==> config.mk <==
export PLATFORM = sky130hd
export DESIGN_NAME = oscillator_select_control
export DESIGN_NICKNAME = d
export VERILOG_FILES = /design/src/common/osc_pkg.sv /design/src/common/clk_sel_if.sv /design/src/rtl/clk_switch.sv /design/src/rtl/osc_unlock.sv /design/src/rtl/oscillator_select_control.sv
export VERILOG_INCLUDE_DIRS = /design/src /design/src/common
export SDC_FILE = /design/constraint.sdc
export NUM_CORES = 1
export LEC_CHECK = 0
export ABC_AREA = 0
export BUFFER_PORTS_ARGS = -buffer_cell sky130_fd_sc_hd__buf_2
export CORE_AREA = 4 4 150 152
export CTS_BUF_LIST = sky130_fd_sc_hd__clkbuf_2
export DETAILED_ROUTE_END_ITERATION = 12
export DIE_AREA = 0 0 154 156
export PLACE_DENSITY = 0.58
export SLEW_MARGIN = 20
export SYNTH_ARGS = -nofsm -noshare
export SYNTH_HDL_FRONTEND = slang
export SYNTH_SLANG_ARGS = --single-unit
==> constraint.sdc <==
create_clock -name aclk -period 3.2 [get_ports aclk]
set_input_delay 0.64 -clock aclk [delete_from_list [all_inputs] [get_ports aclk]]
set_output_delay 0.64 -clock aclk [all_outputs]
set_load 0.1 [all_outputs]
==> src/common/osc_regs.svh <==
/*
  Register offsets, field positions, reset values, unlock keys and timing
  counts of the oscillator select control block.
  Assumes a 125 MHz bus clock and 32-bit AXI4-Lite data.
*/
`ifndef OSC_REGS_SVH
`define OSC_REGS_SVH

////////////////////////////////////////////////////////////////////////////
// Address map
`define OSC_ADDR_W        8
`define OSC_CTRL_OFS      8'h00
`define OSC_KEY_OFS       8'h04

////////////////////////////////////////////////////////////////////////////
// Control register fields
`define OSC_DIV_MSB       26
`define OSC_DIV_LSB       24
`define OSC_FACT_MSB      18
`define OSC_FACT_LSB      16
`define OSC_CUR_MSB       14
`define OSC_CUR_LSB       12
`define OSC_REQ_MSB       10
`define OSC_REQ_LSB       8
`define OSC_LOCK_BIT      7
`define OSC_USB_PLL_LOCKED_BIT     6
`define OSC_SYSTEM_PLL_LOCKED_BIT     5
`define OSC_SLEEP_ON_WAIT_ENABLE_BIT     4

// Reset values of software fields
`define OSC_DIV_RST       3'h0
`define OSC_FACT_RST      3'h0
`define OSC_LOCK_RST      1'h0
`define OSC_SLEEP_ON_WAIT_ENABLE_RST     1'h0

////////////////////////////////////////////////////////////////////////////
// Unlock keys, values are arbitrary
`define OSC_KEY1          32'h0000C3A5
`define OSC_KEY2          32'h00005A3C

////////////////////////////////////////////////////////////////////////////
// AXI responses
`define OSC_RESP_OKAY     2'h0
`define OSC_RESP_SLVERR   2'h2
`define OSC_RESP_DECERR   2'h3

////////////////////////////////////////////////////////////////////////////
// Timing
`define OSC_CLK_NS        8
`define OSC_PLL_START_NS  100000
`define OSC_PLL_START_CYC \
  ((`OSC_PLL_START_NS + `OSC_CLK_NS - 1) / `OSC_CLK_NS)

`endif

==> src/common/osc_pkg.sv <==
/*
  Types shared by the oscillator select control modules.
  Assumes nothing of its surroundings.
*/
package osc_pkg;

  typedef enum logic [2:0] {
    src_fast_rc        = 3'h0,
    src_fast_rc_pll    = 3'h1,
    src_primary        = 3'h2,
    src_primary_pll    = 3'h3,
    src_secondary      = 3'h4,
    src_low_power_rc   = 3'h5,
    src_fast_rc_div16  = 3'h6,
    src_fast_rc_divn   = 3'h7
  } source_e;

  typedef enum logic [1:0] {
    ul_locked = 2'h0,
    ul_half   = 2'h1,
    ul_open   = 2'h3
  } unlock_state_e;

  typedef enum logic [1:0] {
    sw_idle     = 2'h0,
    sw_gate_off = 2'h1,
    sw_wait     = 2'h3,
    sw_gate_on  = 2'h2
  } switch_state_e;

  // Sources that run through the system PLL
  function automatic logic is_pll_src(input logic [2:0] s);
    is_pll_src = (s == src_fast_rc_pll) || (s == src_primary_pll);
  endfunction : is_pll_src

endpackage : osc_pkg

==> src/common/clk_sel_if.sv <==
/*
  Carrier between the register logic and the clock switch engine.
  Assumes both ends run on the same bus clock.
*/
`timescale 1ns/100ps
interface clk_sel_if;
  logic [2:0] init_src;
  logic [2:0] req_src;
  logic       permitted;
  logic [7:0] src_ready;
  logic       pll_ok;
  logic [2:0] cur_src;
  logic       busy;
  logic [2:0] clk_sel;
  logic       clk_gate;

  modport ctrl (output init_src, req_src, permitted, src_ready, pll_ok,
                input  cur_src, busy, clk_sel, clk_gate);
  modport eng  (input  init_src, req_src, permitted, src_ready, pll_ok,
                output cur_src, busy, clk_sel, clk_gate);
endinterface : clk_sel_if

==> src/rtl/clk_switch.sv <==
/*
  Glitch-free clock switch sequencer: gate off, wait ready, reselect, gate on.
  Assumes source ready and PLL status already synchronised to aclk.
*/
`timescale 1ns/100ps
module clk_switch (
  // Clock and reset
  input  wire logic aclk,
  input  wire logic aresetn,
  // Register side
  clk_sel_if.eng    sel
);

  osc_pkg::switch_state_e state_r, state_nxt;
  logic [2:0] target_r, target_nxt;
  logic [2:0] cur_nxt, sel_nxt;
  logic       gate_nxt;

  always_comb begin
    state_nxt  = state_r;
    target_nxt = target_r;
    cur_nxt    = sel.cur_src;
    sel_nxt    = sel.clk_sel;
    gate_nxt   = sel.clk_gate;
    case (state_r)
      osc_pkg::sw_idle: begin
        if (sel.permitted && sel.req_src != sel.cur_src) begin
          target_nxt = sel.req_src;
          gate_nxt   = 1'b0;
          state_nxt  = osc_pkg::sw_gate_off;
        end
      end
      osc_pkg::sw_gate_off: begin
        state_nxt = osc_pkg::sw_wait;
      end
      osc_pkg::sw_wait: begin
        // Old clock is gated, so the select may move safely
        if (sel.src_ready[target_r] &&
            (!osc_pkg::is_pll_src(target_r) || sel.pll_ok)) begin
          sel_nxt   = target_r;
          state_nxt = osc_pkg::sw_gate_on;
        end
      end
      osc_pkg::sw_gate_on: begin
        gate_nxt  = 1'b1;
        cur_nxt   = target_r;
        state_nxt = osc_pkg::sw_idle;
      end
      default: state_nxt = osc_pkg::sw_idle;
    endcase
  end

  always_ff @(posedge aclk) begin
    if (!aresetn) begin
      state_r      <= osc_pkg::sw_idle;
      target_r     <= sel.init_src;
      sel.cur_src  <= sel.init_src;
      sel.clk_sel  <= sel.init_src;
      sel.clk_gate <= 1'b1;
      sel.busy     <= 1'b0;
    end else begin
      state_r      <= state_nxt;
      target_r     <= target_nxt;
      sel.cur_src  <= cur_nxt;
      sel.clk_sel  <= sel_nxt;
      sel.clk_gate <= gate_nxt;
      sel.busy     <= (state_nxt != osc_pkg::sw_idle);
    end
  end

endmodule : clk_switch

==> src/rtl/osc_unlock.sv <==
/*
  Write unlock sequencer: two key writes open one control write.
  Assumes one-cycle write strobes from the bus slave on the same clock.
*/
`timescale 1ns/100ps
`include "osc_regs.svh"
module osc_unlock (
  // Clock and reset
  input  wire logic        aclk,
  input  wire logic        aresetn,
  // Write events
  input  wire logic        key_wr,
  input  wire logic [31:0] key_data,
  input  wire logic        ctrl_wr,
  // Status
  output logic             unlocked
);

  osc_pkg::unlock_state_e state_r, state_nxt;

  always_comb begin
    state_nxt = state_r;
    case (state_r)
      osc_pkg::ul_locked: begin
        if (key_wr && key_data == `OSC_KEY1)
          state_nxt = osc_pkg::ul_half;
      end
      osc_pkg::ul_half: begin
        if (key_wr && key_data == `OSC_KEY2)
          state_nxt = osc_pkg::ul_open;
        else if (key_wr || ctrl_wr)
          state_nxt = osc_pkg::ul_locked;
      end
      osc_pkg::ul_open: begin
        // One write consumes the unlock
        if (ctrl_wr)
          state_nxt = osc_pkg::ul_locked;
        else if (key_wr)
          state_nxt = (key_data == `OSC_KEY1) ? osc_pkg::ul_half
                                              : osc_pkg::ul_locked;
      end
      default: state_nxt = osc_pkg::ul_locked;
    endcase
  end

  always_ff @(posedge aclk) begin
    if (!aresetn) begin
      state_r  <= osc_pkg::ul_locked;
      unlocked <= 1'b0;
    end else begin
      state_r  <= state_nxt;
      unlocked <= (state_nxt == osc_pkg::ul_open);
    end
  end

endmodule : osc_unlock

==> src/rtl/oscillator_select_control.sv <==
/*
  Oscillator select control: AXI4-Lite register slave, write unlock,
  PLL lock status, wait-mode choice and glitch-free source switching.
  Assumes configuration inputs are static and on aclk; lock and ready
  pins are asynchronous and are synchronised here.
*/
// The register addresses and register access over AXI4-Lite were chosen for this implementation.
// Contract
// - PLL factor code at bits 18:16 means 15,16,17,18,19,20,21,24.
// - Bits 14:12 read the active clock source, read only.
// - Bits 10:8 hold the requested source, same encodings.
// - Reset loads the requested source from the initial source config.
// - Config 1x: lock bit set freezes source and PLL selections.
// - Config 0x: selections never freeze, whatever the lock bit.
// - Bit 6 set when USB PLL locked or its start timer expired.
// - Bit 5 set when system PLL locked or its start timer expired.
// - Wait instruction enters Sleep if bit 4 set, else Idle.
// - Control writes are accepted only after the unlock key sequence.
// - Bits 15 and 11 read as zero.
// - Source 111 divides fast RC by divider field bits 26:24.
`timescale 1ns/100ps
`include "osc_regs.svh"
module oscillator_select_control #(
  parameter int ADDR_W        = `OSC_ADDR_W,
  parameter int PLL_START_CYC = `OSC_PLL_START_CYC
) (
  // Clock and reset
  input  wire logic              aclk,
  input  wire logic              aresetn,
  // AXI4-Lite write
  input  wire logic [ADDR_W-1:0] awaddr,
  input  wire logic [2:0]        awprot,
  input  wire logic              awvalid,
  output logic                   awready,
  input  wire logic [31:0]       wdata,
  input  wire logic [3:0]        wstrb,
  input  wire logic              wvalid,
  output logic                   wready,
  output logic [1:0]             bresp,
  output logic                   bvalid,
  input  wire logic              bready,
  // AXI4-Lite read
  input  wire logic [ADDR_W-1:0] araddr,
  input  wire logic [2:0]        arprot,
  input  wire logic              arvalid,
  output logic                   arready,
  output logic [31:0]            rdata,
  output logic [1:0]             rresp,
  output logic                   rvalid,
  input  wire logic              rready,
  // Configuration
  input  wire logic [2:0]        initial_source_config,
  input  wire logic [1:0]        switch_monitor_config,
  // Clock sources and PLLs
  input  wire logic [7:0]        src_ready_pin,
  input  wire logic              sys_pll_lock_pin,
  input  wire logic              usb_pll_lock_pin,
  input  wire logic              usb_pll_enable,
  output logic                   sys_pll_enable,
  output logic [4:0]             pll_factor,
  output logic [2:0]             fast_rc_div_code,
  output logic                   fast_rc_div_active,
  output logic [2:0]             clk_sel,
  output logic                   clk_gate,
  output logic                   switch_busy,
  // Power modes
  input  wire logic              wait_instr,
  output logic                   sleep_enter,
  output logic                   idle_enter
);

  localparam int TW = $clog2(PLL_START_CYC + 1);
  localparam logic [TW-1:0] START_MAX = TW'(PLL_START_CYC);

  ////////////////////////////////////////////////////////////////////////
  // Pin synchronisers
  logic [9:0] pin_s1_r, pin_s2_r;

  always_ff @(posedge aclk) begin
    if (!aresetn) begin
      pin_s1_r <= 10'h000;
      pin_s2_r <= 10'h000;
    end else begin
      pin_s1_r <= {sys_pll_lock_pin, usb_pll_lock_pin, src_ready_pin};
      pin_s2_r <= pin_s1_r;
    end
  end

  ////////////////////////////////////////////////////////////////////////
  // PLL start-up timers: index 0 system, index 1 USB
  logic [1:0] tmr_en, tmr_done;
  assign tmr_en = {usb_pll_enable, sys_pll_enable};

  genvar g;
  generate
    for (g = 0; g < 2; g++) begin : g_tmr
      logic [TW-1:0] cnt_r, cnt_nxt;
      always_comb begin
        cnt_nxt = cnt_r;
        if (!tmr_en[g])
          cnt_nxt = '0;
        else if (cnt_r != START_MAX)
          cnt_nxt = TW'(cnt_r + 1'b1);
      end
      always_ff @(posedge aclk) begin
        if (!aresetn)
          cnt_r <= '0;
        else
          cnt_r <= cnt_nxt;
      end
      assign tmr_done[g] = tmr_en[g] && (cnt_r == START_MAX);
    end
  endgenerate

  ////////////////////////////////////////////////////////////////////////
  // Submodules
  clk_sel_if sel_if ();
  logic unlocked;
  logic key_wr, ctrl_wr;
  logic [31:0] wdata_r, wdata_nxt;

  osc_unlock u_unlock (
    .aclk     (aclk),
    .aresetn  (aresetn),
    .key_wr   (key_wr),
    .key_data (wdata_r),
    .ctrl_wr  (ctrl_wr),
    .unlocked (unlocked)
  );

  clk_switch u_switch (
    .aclk    (aclk),
    .aresetn (aresetn),
    .sel     (sel_if.eng)
  );

  ////////////////////////////////////////////////////////////////////////
  // State
  logic [2:0]        div_r, div_nxt, fact_r, fact_nxt, req_r, req_nxt;
  logic              lock_r, lock_nxt, sleep_on_wait_enable_r, sleep_on_wait_enable_nxt;
  logic              usb_pll_locked_r, usb_pll_locked_nxt, system_pll_locked_r, system_pll_locked_nxt;
  logic              pll_en_nxt, sleep_nxt, idle_nxt;
  logic [4:0]        factor_nxt;
  logic              aw_held_r, aw_held_nxt, w_held_r, w_held_nxt;
  logic [ADDR_W-1:0] aw_addr_r, aw_addr_nxt;
  logic [31:0]       rdata_nxt, ctrl_word;
  logic [3:0]        wstrb_r, wstrb_nxt;
  logic              awready_nxt, wready_nxt, bvalid_nxt;
  logic              arready_nxt, rvalid_nxt;
  logic [1:0]        bresp_nxt, rresp_nxt;
  logic              frozen, write_go;

  assign frozen   = switch_monitor_config[1] && lock_r;
  assign write_go = aw_held_r && w_held_r && !bvalid;
  assign key_wr   = write_go && (aw_addr_r == ADDR_W'(`OSC_KEY_OFS));
  assign ctrl_wr  = write_go && (aw_addr_r == ADDR_W'(`OSC_CTRL_OFS));

  assign sel_if.init_src  = initial_source_config;
  assign sel_if.req_src   = req_r;
  assign sel_if.permitted = !frozen;
  assign sel_if.src_ready = pin_s2_r[7:0];
  assign sel_if.pll_ok    = system_pll_locked_r;
  assign clk_sel          = sel_if.clk_sel;
  assign clk_gate         = sel_if.clk_gate;
  assign switch_busy      = sel_if.busy;

  // PLL multiplier decode
  function automatic logic [4:0] fact_decode(input logic [2:0] c);
    case (c)
      3'h0:    fact_decode = 5'h0F;
      3'h1:    fact_decode = 5'h10;
      3'h2:    fact_decode = 5'h11;
      3'h3:    fact_decode = 5'h12;
      3'h4:    fact_decode = 5'h13;
      3'h5:    fact_decode = 5'h14;
      3'h6:    fact_decode = 5'h15;
      default: fact_decode = 5'h18;
    endcase
  endfunction : fact_decode

  ////////////////////////////////////////////////////////////////////////
  // Next-state logic
  always_comb begin
    ctrl_word = 32'h0000_0000;
    ctrl_word[`OSC_DIV_MSB:`OSC_DIV_LSB]   = div_r;
    ctrl_word[`OSC_FACT_MSB:`OSC_FACT_LSB] = fact_r;
    ctrl_word[`OSC_CUR_MSB:`OSC_CUR_LSB]   = sel_if.cur_src;
    ctrl_word[`OSC_REQ_MSB:`OSC_REQ_LSB]   = req_r;
    ctrl_word[`OSC_LOCK_BIT]               = lock_r;
    ctrl_word[`OSC_USB_PLL_LOCKED_BIT]              = usb_pll_locked_r;
    ctrl_word[`OSC_SYSTEM_PLL_LOCKED_BIT]              = system_pll_locked_r;
    ctrl_word[`OSC_SLEEP_ON_WAIT_ENABLE_BIT]              = sleep_on_wait_enable_r;

    div_nxt     = div_r;
    fact_nxt    = fact_r;
    req_nxt     = req_r;
    lock_nxt    = lock_r;
    sleep_on_wait_enable_nxt   = sleep_on_wait_enable_r;
    aw_held_nxt = aw_held_r;
    w_held_nxt  = w_held_r;
    aw_addr_nxt = aw_addr_r;
    wdata_nxt   = wdata_r;
    wstrb_nxt   = wstrb_r;
    awready_nxt = awready;
    wready_nxt  = wready;
    bvalid_nxt  = bvalid;
    bresp_nxt   = bresp;
    arready_nxt = arready;
    rvalid_nxt  = rvalid;
    rdata_nxt   = rdata;
    rresp_nxt   = rresp;

    // Address and data are taken independently
    if (awvalid && awready) begin
      aw_held_nxt = 1'b1;
      aw_addr_nxt = awaddr;
      awready_nxt = 1'b0;
    end
    if (wvalid && wready) begin
      w_held_nxt  = 1'b1;
      wdata_nxt   = wdata;
      wstrb_nxt   = wstrb;
      wready_nxt  = 1'b0;
    end

    if (write_go) begin
      aw_held_nxt = 1'b0;
      w_held_nxt  = 1'b0;
      bvalid_nxt  = 1'b1;
      bresp_nxt   = `OSC_RESP_OKAY;
      if (ctrl_wr) begin
        if (!unlocked) begin
          bresp_nxt = `OSC_RESP_SLVERR;
        end else begin
          if (wstrb_r[3] && !frozen)
            div_nxt = wdata_r[`OSC_DIV_MSB:`OSC_DIV_LSB];
          if (wstrb_r[2] && !frozen)
            fact_nxt = wdata_r[`OSC_FACT_MSB:`OSC_FACT_LSB];
          if (wstrb_r[1] && !frozen)
            req_nxt = wdata_r[`OSC_REQ_MSB:`OSC_REQ_LSB];
          if (wstrb_r[0]) begin
            lock_nxt  = wdata_r[`OSC_LOCK_BIT];
            sleep_on_wait_enable_nxt = wdata_r[`OSC_SLEEP_ON_WAIT_ENABLE_BIT];
          end
        end
      end else if (!key_wr) begin
        bresp_nxt = `OSC_RESP_DECERR;
      end
    end
    if (bvalid && bready) begin
      bvalid_nxt  = 1'b0;
      awready_nxt = 1'b1;
      wready_nxt  = 1'b1;
    end

    if (arvalid && arready) begin
      arready_nxt = 1'b0;
      rvalid_nxt  = 1'b1;
      rresp_nxt   = `OSC_RESP_OKAY;
      if (araddr == ADDR_W'(`OSC_CTRL_OFS)) begin
        rdata_nxt = ctrl_word;
      end else if (araddr == ADDR_W'(`OSC_KEY_OFS)) begin
        rdata_nxt = 32'h0000_0000;
      end else begin
        rdata_nxt = 32'h0000_0000;
        rresp_nxt = `OSC_RESP_DECERR;
      end
    end
    if (rvalid && rready) begin
      rvalid_nxt  = 1'b0;
      arready_nxt = 1'b1;
    end

    // PLL stays on while requested or running the system clock
    pll_en_nxt = osc_pkg::is_pll_src(req_nxt) ||
                 osc_pkg::is_pll_src(sel_if.cur_src);
    system_pll_locked_nxt  = sys_pll_enable && (pin_s2_r[9] || tmr_done[0]);
    usb_pll_locked_nxt  = usb_pll_enable && (pin_s2_r[8] || tmr_done[1]);
    factor_nxt = fact_decode(fact_nxt);
    sleep_nxt  = wait_instr && sleep_on_wait_enable_r;
    idle_nxt   = wait_instr && !sleep_on_wait_enable_r;
  end

  ////////////////////////////////////////////////////////////////////////
  // Registers
  always_ff @(posedge aclk) begin
    if (!aresetn) begin
      div_r              <= `OSC_DIV_RST;
      fact_r             <= `OSC_FACT_RST;
      req_r              <= initial_source_config;
      lock_r             <= `OSC_LOCK_RST;
      sleep_on_wait_enable_r            <= `OSC_SLEEP_ON_WAIT_ENABLE_RST;
      usb_pll_locked_r            <= 1'b0;
      system_pll_locked_r            <= 1'b0;
      sys_pll_enable     <= 1'b0;
      pll_factor         <= 5'h0F;
      fast_rc_div_code   <= `OSC_DIV_RST;
      fast_rc_div_active <= 1'b0;
      sleep_enter        <= 1'b0;
      idle_enter         <= 1'b0;
      aw_held_r          <= 1'b0;
      w_held_r           <= 1'b0;
      aw_addr_r          <= '0;
      wdata_r            <= 32'h0000_0000;
      wstrb_r            <= 4'h0;
      awready            <= 1'b1;
      wready             <= 1'b1;
      bvalid             <= 1'b0;
      bresp              <= `OSC_RESP_OKAY;
      arready            <= 1'b1;
      rvalid             <= 1'b0;
      rdata              <= 32'h0000_0000;
      rresp              <= `OSC_RESP_OKAY;
    end else begin
      div_r              <= div_nxt;
      fact_r             <= fact_nxt;
      req_r              <= req_nxt;
      lock_r             <= lock_nxt;
      sleep_on_wait_enable_r            <= sleep_on_wait_enable_nxt;
      usb_pll_locked_r            <= usb_pll_locked_nxt;
      system_pll_locked_r            <= system_pll_locked_nxt;
      sys_pll_enable     <= pll_en_nxt;
      pll_factor         <= factor_nxt;
      fast_rc_div_code   <= div_nxt;
      fast_rc_div_active <= (sel_if.clk_sel == osc_pkg::src_fast_rc_divn);
      sleep_enter        <= sleep_nxt;
      idle_enter         <= idle_nxt;
      aw_held_r          <= aw_held_nxt;
      w_held_r           <= w_held_nxt;
      aw_addr_r          <= aw_addr_nxt;
      wdata_r            <= wdata_nxt;
      wstrb_r            <= wstrb_nxt;
      awready            <= awready_nxt;
      wready             <= wready_nxt;
      bvalid             <= bvalid_nxt;
      bresp              <= bresp_nxt;
      arready            <= arready_nxt;
      rvalid             <= rvalid_nxt;
      rdata              <= rdata_nxt;
      rresp              <= rresp_nxt;
    end
  end

endmodule : oscillator_select_control
[Word level (Yosys, flattened, before mapping)]
Cells that the tools add are included.
Storage, ports and cells
  bits in registers: 173
  output and inout bits: 58
  logic and storage cells: 165
Operators by class
  bitwise logic cells: 1
  reductions and logical operators: 52
  magnitude comparators: 1
  equal/unequal tests: 34
  muxes and demuxes: 38
  add/sub/neg operators: 2
Operator list (count)
  2-to-1 mux 3 bit: 17
  case mux 5 bit (7 select lines): 1
  equality test 32 x 15 -> 1 bit (second input constant): 1
  equality test 32 x 16 -> 1 bit (second input constant): 1
  adder 14 x 1 -> 14 bit (second input constant): 2
  equality test 14 bit (second input constant): 2
  inequality test 14 bit (second input constant): 2
  2-to-1 mux 27 bit: 1
  2-to-1 mux 2 bit: 12
  logical AND 1 bit: 23
  equality test 8 x 3 -> 1 bit (second input constant): 2
  logical NOT 8 bit: 2
  equality test 3 x 2 -> 1 bit (second input constant): 5
  equality test 3 x 1 -> 1 bit (second input constant): 4
  equality test 3 bit (second input constant): 4
  inequality test 2 x 1 -> 1 bit (second input constant): 6
  AND reduction 2 bit: 5
  equality test 2 bit (second input constant): 4
  logical OR 1 bit: 8
  case mux 2 bit (4 select lines): 1
  AND reduction 4 bit: 2
  case mux 2 bit (3 select lines): 1
  OR reduction 2 bit: 3
  equality test 2 x 1 -> 1 bit (second input constant): 2
  other kinds (10): 17

[Longest topological paths before layout]
Gate-level depths: netlist (run 1).
  word-level depth: 10
  depth in mapped cells: 7

[By module]
Synthesis (run 1) repeated with hierarchy kept, for this count alone.
Unflattened totals
  cell total of the unflattened synthesis: 705
  area total of the unflattened synthesis: 6313.6 um^2
By module, submodules not included
  oscillator_select_control: cells each 622, area an instance 5455.2 um^2, times used 1
  clk_switch: cells each 54, area an instance 593.1 um^2, times used 1
  osc_unlock: cells each 29, area an instance 265.3 um^2, times used 1

[Worst setup path after synthesis (run 1)]
No wires, ideal clock.
  path kind: reg-to-reg
  from: register arready
  to: register rdata[13]
  clock period less this slack: 2292 ps
  setup time: 68 ps
  cell stages (with the launch flop): 6
  buffers on the path: 1
  data required time: 3132 ps
  arrival: 2224 ps
  setup slack: 908 ps
  cells stage by stage: dfxtp_1 nand2_1 nor4_4 buf_4 a22oi_1 nor2_1
Between the ends
  longest elaborated chain between the ends: 1
Ends and longest elaborated chain
  start, declared: RTL line oscillator_select_control.sv:46  | output logic arready,
  start signal, assigned: RTL line oscillator_select_control.sv:337  | arready <= arready_nxt;
  logical AND 1 bit: RTL line oscillator_select_control.sv:256  | if (arvalid && arready) begin
  end signal, assigned: RTL line oscillator_select_control.sv:339  | rdata <= rdata_nxt;
  end, declared: RTL line oscillator_select_control.sv:47  | output logic [31:0] rdata,
No other way between the ends.
A chain may end at the register's enable or synchronous reset.

[Worst setup path after layout (run 1)]
  from: register awready
  to: output awready
RTL lines
  start, declared: RTL line oscillator_select_control.sv:34  | output logic awready,
  start signal, assigned: RTL line oscillator_select_control.sv:333  | awready <= awready_nxt;
No word-level cell between the ends.

==> results of run 1 <==
==> worst min-delay path: stages <==
cell                      delay [ns]
sky130_fd_sc_hd__buf_2          0.09
sky130_fd_sc_hd__nand3_1        0.05
sky130_fd_sc_hd__a21oi_1        0.05
==> synth_stat cells, drive strengths merged (2+ instances only) <==
master    n
nand2b    6
nor3     15
a41o      2
nor2     51
nor4bb    3
xnor2    13
ha        4
a22oi    16
nor4     15
nand3    25
a31oi    11
xor2      8
mux2i     3
and2     23
and4      3
edfxtp    9
nand2   123
a21oi    66
clkbuf   30
or4       2
nand4    12
dfxtp   147
nor2b     4
or4b      3
o31ai     6
nor4b     2
or4bb     3
buf      23
nand3b    6
o311ai    3
o31a      2
inv      19
o21ai    21
and3      6
or3       8
==> registers in the layout (all words and copies together) (netlist names), 2 cells and up <==
name	count
req_r	3
wstrb_r	4
g_tmr.cnt_r	28
pin_s2_r	10
wdata_r	32
u_switch.state_r	2
rdata	16
pin_s1_r	10
aw_addr_r	8
u_switch.sel.clk_sel	3
fact_r	3
u_switch.target_r	3
u_switch.sel.cur_src	3
div_r	3
u_unlock.state_r	2
bresp	2
pll_factor	5
==> power breakdown <==
part | switching [mW] | total (mW) | internal (mW)
combinational | 0.361 | 0.483 | 0.123
clock | 0.776 | 1.08 | 0.308
sequential | 0.0621 | 2.11 | 2.05
==> layer usage <==
layer / track usage, % / up-vias / share of wire, % / wire [um]
met4: 3.62 / 0 / 1.2 / 181
met2: 19.5 / 96 / 45 / 6820
met5: 0 / - / 0 / 0
met1: 17.0 / 2359 / 49 / 7330
met3: 3.47 / 15 / 4.6 / 688
li1: - / 2647 / - / -
==> logic make-up (layout without fill, tap and decap cells) <==
group	Yosys count	after routing	share of synthesized area [%]
AND/OR/NAND/NOR	313	313	25.5
flip-flops	156	156	51.4
AO/OA/AOI/OAI	135	135	12.9
buffers and inverters	72	178	5.42
XOR/XNOR	21	21	2.94
multiplexers	5	5	1.02
adder cells (fa/ha/maj)	4	4	0.800
other	1	17	0.0600
==> final cells by class <==
cell class                      instances  share of cell area [%]
Antenna cell                            1                  0.0343
Clock buffer                           17                    1.17
Clock inverter                         15                    2.08
Inverter                               19                   0.978
Multi-Input combinational cell        494                    37.8
Sequential cell                       156                    44.0
Tap cell                              275                    4.72
Timing Repair Buffer                  127                    9.16
==> worst max-delay path by stage <==
stage / from / endpoint / slack (ns) / cells past startpoint
global placement: switch_monitor_config[1] / u_switch.target_r[0] / 1.11 / 4
floorplan: arready / rdata[13] / 0.91 / 5
finish: awready / awready / 0.70 / 1
CTS: awready / awready / 0.62 / 1
detailed placement: araddr[5] / rdata[4] / 1.13 / 6
global route: awready / awready / 0.53 / 1
==> flow_summary_export.csv, run 1 <==
group,metric,value,unit
outcome,status,"finished clean",
hold_path,hold_class,"input pin to register",
timing,fin_crit_sh,78.1,%
routing,dr.pass1.iters,6,
layout,layout_commonest_cell,"sky130_fd_sc_hd__dfxtp_1",
layout,area.sequential,3210,um2
power_and_ir_drop,post-layout-total-power,3.68,mW
routing,post-route-drc-count,0,
logic_synthesis,synthArstFlopShare,0,%
clocking,clockRootBuffer,"sky130_fd_sc_hd__clkbuf_2",
floorplanning,rows,53,
global_route,grt_max_degree,53,
routing,detailroute.via_count,5117,
critical_path,reg2reg_to,"sys_pll_enable",
clocking,post_cts_resize_count,0,
global_route,antenna_found_initial,1,
clocking,cts_setup_buffers,0,
logic_synthesis,synth_edf_count,9,
routing,number_of_vias_per_cell_after_detailed_routing,4.63,
placement,io_buffer_count,116,
timing,report.final.setup_viol,0,
floorplanning,width_of_the_chip,154,um
hold_path,holdCritStartpoint,"awaddr[1]",
clocking,cts_hold_buffers,1,
critical_path,regToRegStartpoint,"bvalid",
timing,setup_repair_after_global_routing_missed_its_margin,"no",
timing,max_clock_freq,0.400,GHz
logic_synthesis,post_synth_inst_count,707,
critical_path,critical_path_buf_inv_count,1,
layout,nFillCells,2211,
critical_path,reg2reg_slack,1.14,ns
timing,timing.max_slew.rel_slack,46.4,%
critical_path,cpPeakStageDelay,0.61,ns
layout,design_area,7290,um2
placement,placed_cells_incl_taps,1069,
routing,routedWlPerCell,13.6,um
logic_synthesis,yosys_cell_types,54,
timing,post_layout_minimum_cycle_time,2.50,ns
timing,tightestPinTransition,0.794,ns
critical_path,timing.critical_path.max_delay_family,"flip-flops",
timing,finalHoldWorstSlack,0.104,ns
critical_path,worstPathMaxFanout,12,
timing,setup_ws,0.699,ns
critical_path,worstSetupPathType,"register to output port",
timing,timing.final.hold_violations,0,
logic_synthesis,synth_ff_type,"sky130_fd_sc_hd__dfxtp_1",
floorplanning,die_height,156,um
critical_path,cp_cell_sequence,"buf_2",
clocking,cts_tree,"built",
clocking,cts.sink_count,156,
routing,drt_iter0_markers,301,
layout,highest_count_cells_in_the_layout_ignoring_fill_and_taps,"sky130_fd_sc_hd__dfxtp_1, sky130_fd_sc_hd__nand2_1, sky130_fd_sc_hd__buf_2",
global_route,grt.overflow.total,0,
layout,final_cell_count_no_fill,1104,
clocking,ctsLongestPathBuffers,2,
placement,gpl.final_weighted_congestion,0.787,
global_route,grt_usage,12.5,%
logic_synthesis,synth_seq_cells,156,
critical_path,crit_path_top_delay_cell,"sky130_fd_sc_hd__dfxtp_1",
power_and_ir_drop,peak_supply_drop,0.219,mV
hold_path,whs_path_depth,3,
timing,final.setup_skew,0.0431,ns
layout,share_of_final_layout_standard_cells_stronger_than_drive_strength_1,20.0,%
floorplanning,start_util,29.8,%
critical_path,critPathLaunchType,"register",
clocking,cts_inserted_buffers,17,
power_and_ir_drop,reported_leakage_power,2.85,nW
logic_synthesis,post-synth-top-area-fraction,47.0,%
power_and_ir_drop,pwr_per_cell_area,504,nW/um2
clocking,clk_latency,0.74,ns
floorplanning,die_area,24000,um2
placement,detailedPlace.worstSlack,1.13,ns
clocking,cts.htree.levels,4,
logic_synthesis,synth.yosys.seq_area_share,51.4,%
timing,timing.setup.tns,0,ns
routing,totalWireLength,15.0,mm
floorplanning,fp.coreArea,21000,um2
layout,area_delta_synth_final,16.6,%
logic_synthesis,syn-cell-area,6250,um2
global_route,first_global_vias,4770,
global_route,wire_length_of_the_first_global_routing_pass,24.3,mm
logic_synthesis,yosys_warnings,0,
logic_synthesis,synth_area_per_cell,8.85,um2
logic_synthesis,synth.area.top_cells,"sky130_fd_sc_hd__dfxtp_1, sky130_fd_sc_hd__nand2_1, sky130_fd_sc_hd__a21oi_1",
critical_path,crit_arrival,1.86,ns
layout,multi_input_area,2760,um2
layout,layout.core_utilization,34.7,%
flow_run,maxCapViolCount,0,
floorplanning,top_level_ports,140,
clocking,clock_transition_at_the_registers_of_the_reported_paths,0.27,ns
layout,nets,901,
placement,detailedPlacementHpwl,10.8,mm
critical_path,reg2reg_depth,5,
logic_synthesis,yosysTopAreaCell,"sky130_fd_sc_hd__dfxtp_1",
hold_path,hold_path_end,"aw_addr_r[1]",
critical_path,cp-end-kind,"output port",
timing,maxSlewViolCount,0,
critical_path,crit_required,2.56,ns
placement,placed_cell_area,7040,um2
routing,post_drt_antenna_nets,0,
(Power assumes the default switching activity.)
==> inputs of run 2 (changes only) <==
--- a/config.mk
+++ b/config.mk
@@ -6,12 +6,12 @@
 export SDC_FILE = /design/constraint.sdc
 export NUM_CORES = 1
 export LEC_CHECK = 0
-export ABC_AREA = 0
+export ABC_AREA = 1
 export BUFFER_PORTS_ARGS = -buffer_cell sky130_fd_sc_hd__buf_2
-export CORE_AREA = 4 4 150 152
+export CORE_AREA = 4 4 152 154
 export CTS_BUF_LIST = sky130_fd_sc_hd__clkbuf_2
 export DETAILED_ROUTE_END_ITERATION = 12
-export DIE_AREA = 0 0 154 156
+export DIE_AREA = 0 0 156 158
 export PLACE_DENSITY = 0.58
 export SLEW_MARGIN = 20
 export SYNTH_ARGS = -nofsm -noshare
==> constraint.sdc (replaced) <==
create_clock -name aclk -period 2.6 [get_ports aclk]
set_input_delay 0.52 -clock aclk [delete_from_list [all_inputs] [get_ports aclk]]
set_output_delay 0.52 -clock aclk [all_outputs]
set_load 0.1 [all_outputs]
==> run 2 against run 1 <==
Register-to-register slack lost 0.31 ns. Setup slack lost 0.25 ns. Routed wire length up 4.4%. Sequential power rose by 27%. Hold slack got worse by 0.016 ns. Synthesized cell count is 19% higher. Area after synthesis is 2.7% higher. Flip-flop and latch count unchanged. Clock skew decreased by 0.0085 ns. Critical path depth unchanged. Sequential share of layout area shrank 3.4 points. Non-clock buffer count is 38 higher. Largest cell class unchanged. Largest power group unchanged. Highest routed layer unchanged.
==> flow_summary_export.csv, run 2 <==
group,metric,value,unit
clocking,clk_latency,0.69,ns
logic_synthesis,synthArstFlopShare,0,%
logic_synthesis,synth.yosys.seq_area_share,50.0,%
logic_synthesis,post_synth_inst_count,840,
timing,final.setup_skew,0.0345,ns
routing,dr.pass1.iters,5,
logic_synthesis,post-synth-top-area-fraction,45.8,%
clocking,cts_tree,"built",
layout,largest_register,"wdata_r",
placement,detailedPlacementHpwl,11.7,mm
layout,area_delta_synth_final,22.9,%
clocking,cts_inserted_buffers,17,
layout,layout.core_utilization,36.4,%
global_route,grt_max_degree,69,
layout,design_area,7900,um2
layout,largest_registers,"wdata_r: 32 flops, g_tmr.cnt_r: 28 flops, rdata: 16 flops",
timing,timing.final.hold_violations,0,
power_and_ir_drop,peak_supply_drop,0.261,mV
logic_synthesis,yosysTopAreaCell,"sky130_fd_sc_hd__dfxtp_1",
timing,maxSlewViolCount,0,
power_and_ir_drop,pwr_per_cell_area,644,nW/um2
routing,totalWireLength,15.7,mm
logic_synthesis,synthMostInstantiatedCell,"sky130_fd_sc_hd__dfxtp_1",
placement,placed_cells_incl_taps,1215,
power_and_ir_drop,reported_leakage_power,3.55,nW
global_route,grt_usage,12.8,%
outcome,status,"finished clean",
critical_path,worstPathMaxFanout,7,
timing,fin_crit_sh,82.8,%
clocking,clock_transition_at_the_registers_of_the_reported_paths,0.23,ns
layout,final_cell_count_no_fill,1290,
logic_synthesis,synth_edf_count,9,
clocking,clockRootBuffer,"sky130_fd_sc_hd__clkbuf_2",
placement,io_buffer_count,116,
floorplanning,rows,54,
critical_path,critPathLaunchType,"register",
critical_path,crit_required,2.08,ns
routing,routedWlPerCell,12.2,um
logic_synthesis,yosys_warnings,0,
critical_path,cp_cell_sequence,"buf_2",
logic_synthesis,synth.area.top_cells,"sky130_fd_sc_hd__dfxtp_1, sky130_fd_sc_hd__nand2_1, sky130_fd_sc_hd__o21ai_0",
floorplanning,start_util,29.6,%
logic_synthesis,syn-cell-area,6420,um2
routing,number_of_vias_per_cell_after_detailed_routing,4.34,
layout,nets,1082,
routing,post_drt_antenna_nets,0,
logic_synthesis,synth_area_per_cell,7.65,um2
logic_synthesis,yosys_cell_types,42,
flow_run,maxCapViolCount,0,
floorplanning,die_area,24600,um2
placement,gpl.final_weighted_congestion,0.830,
floorplanning,width_of_the_chip,156,um
timing,setup_repair_after_global_routing_missed_its_margin,"no",
global_route,grt.overflow.total,0,
layout,layout_commonest_cell,"sky130_fd_sc_hd__dfxtp_1",
timing,timing.max_slew.rel_slack,59.7,%
floorplanning,die_height,158,um
floorplanning,top_level_ports,140,
timing,max_clock_freq,0.465,GHz
critical_path,cp-end-kind,"output port",
clocking,cts_setup_buffers,0,
critical_path,cpPeakStageDelay,0.49,ns
floorplanning,fp.coreArea,21700,um2
logic_synthesis,synth_ff_type,"sky130_fd_sc_hd__dfxtp_1",
timing,tightestPinTransition,0.604,ns
global_route,wire_length_of_the_first_global_routing_pass,25.3,mm
routing,detailroute.via_count,5600,
clocking,cts.sink_count,156,
critical_path,crit_path_top_delay_cell,"sky130_fd_sc_hd__dfxtp_1",
critical_path,critical_path_buf_inv_count,1,
logic_synthesis,synth_seq_cells,156,
timing,report.final.setup_viol,0,
logic_synthesis,synth_top_cells_by_count,"sky130_fd_sc_hd__dfxtp_1, sky130_fd_sc_hd__nand2_1, sky130_fd_sc_hd__inv_1, sky130_fd_sc_hd__o21ai_0, sky130_fd_sc_hd__nor2_1",
layout,largest_register_ffs,32,
global_route,antenna_found_initial,2,
layout,highest_count_cells_in_the_layout_ignoring_fill_and_taps,"sky130_fd_sc_hd__dfxtp_1, sky130_fd_sc_hd__nand2_1, sky130_fd_sc_hd__buf_2",
layout,share_of_final_layout_standard_cells_stronger_than_drive_strength_1,17.8,%
global_route,first_global_vias,5215,
routing,post-route-drc-count,0,
timing,timing.setup.tns,0,ns
routing,drt_iter0_markers,215,
placement,placed_cell_area,7250,um2
critical_path,timing.critical_path.max_delay_family,"flip-flops",
critical_path,crit_arrival,1.63,ns
hold_path,hold_class,"input pin to register",
clocking,cts.htree.levels,4,
timing,post_layout_minimum_cycle_time,2.15,ns
clocking,ctsLongestPathBuffers,2,
critical_path,worstSetupPathType,"register to output port",
## run 2: changes by cell type after synthesis, moves of 13 or more
cell and delta:
sky130_fd_sc_hd__inv_1 +89, sky130_fd_sc_hd__a21oi_1 +13, sky130_fd_sc_hd__clkbuf_1 -13, sky130_fd_sc_hd__nand2_1 +21, sky130_fd_sc_hd__o21ai_0 +76, sky130_fd_sc_hd__nor2_1 +45
sky130_fd_sc_hd__a22oi_1 -16, sky130_fd_sc_hd__and2_1 -23
## run 2: through the flow
| step | worst slack [ns] | power (mW) | hold WS [ns] |
|---|---|---|---|
| final | 0.447 | 5.08 | 0.0880 |
| after global routing | 0.275 | 5.37 | 0.000341 |
| after CTS | 0.347 | 5.16 | 0.000155 |
| after detailed placement | 0.712 | 3.78 | 0.397 |
| after global placement | 0.750 | 3.77 | 0.398 |
| after floorplan | 0.711 | 3.55 | 0.390 |
## run 2: final cells by class
class | count | area [um2]
antenna | 2 | 5.00
inverter | 112 | 422
tap | 280 | 350
clock inverter | 10 | 116
clock buffer | 21 | 105
fill | 2295 | 13800
sequential | 156 | 3210
multi-input combinational | 544 | 2610
timing repair buffer | 165 | 1080
## run 2: cells by family (layout without fill, tap and decap cells)
| group | count (synthesis) | count (layout) | share of synthesized area, % |
|---|---|---|---|
| buffers and inverters | 155 | 308 | 10.3 |
| adders and majority gates | 4 | 4 | 0.779 |
| AOI/OAI and AO/OA | 187 | 187 | 14.9 |
| other | 1 | 18 | 0.0584 |
| DFF | 156 | 156 | 50.0 |
| and+or+nand+nor | 331 | 331 | 23.2 |
| xor gates and xnor gates | 6 | 6 | 0.818 |
## run 2: repair_timing
action,CTS,global route
hold buffers,29,13
hold endpoints to repair,30,13
gates resized for setup,0,0
## run 2: worst min-delay path: stages
cell and delay [ns]:
sky130_fd_sc_hd__buf_2 0.07, sky130_fd_sc_hd__o21ai_0 0.07, sky130_fd_sc_hd__a21oi_1 0.11
## run 2: final timing paths
path / slack (ns) / end / cells after the start / startpoint
setup / recovery: 0.45 / awready / 1 / awready
hold reg to reg: 0.42 / pin_s2_r[5] / 2 / pin_s1_r[5]
hold / removal: 0.09 / wdata_r[1] / 3 / wdata[1]
setup reg to reg: 0.83 / u_switch.sel.clk_sel[2] / 5 / u_switch.target_r[0]
## run 2: routing by layer
| metal | global-route usage, % | routed length (um) | vias to the layer above |
|---|---|---|---|
| li1 | - | - | 2993 |
| met2 | 21.3 | 7460 | 119 |
| met1 | 16.3 | 7270 | 2477 |
| met4 | 3.38 | 131 | 0 |
| met3 | 3.94 | 832 | 11 |
| met5 | 0 | 0 | - |
## run 2: power by group
group          switching, mW  internal (mW)  total [mW]
clock                  0.853          0.456        1.31
sequential             0.101           2.59        2.69
combinational          0.818          0.262        1.08
total                   1.77           3.31        5.08
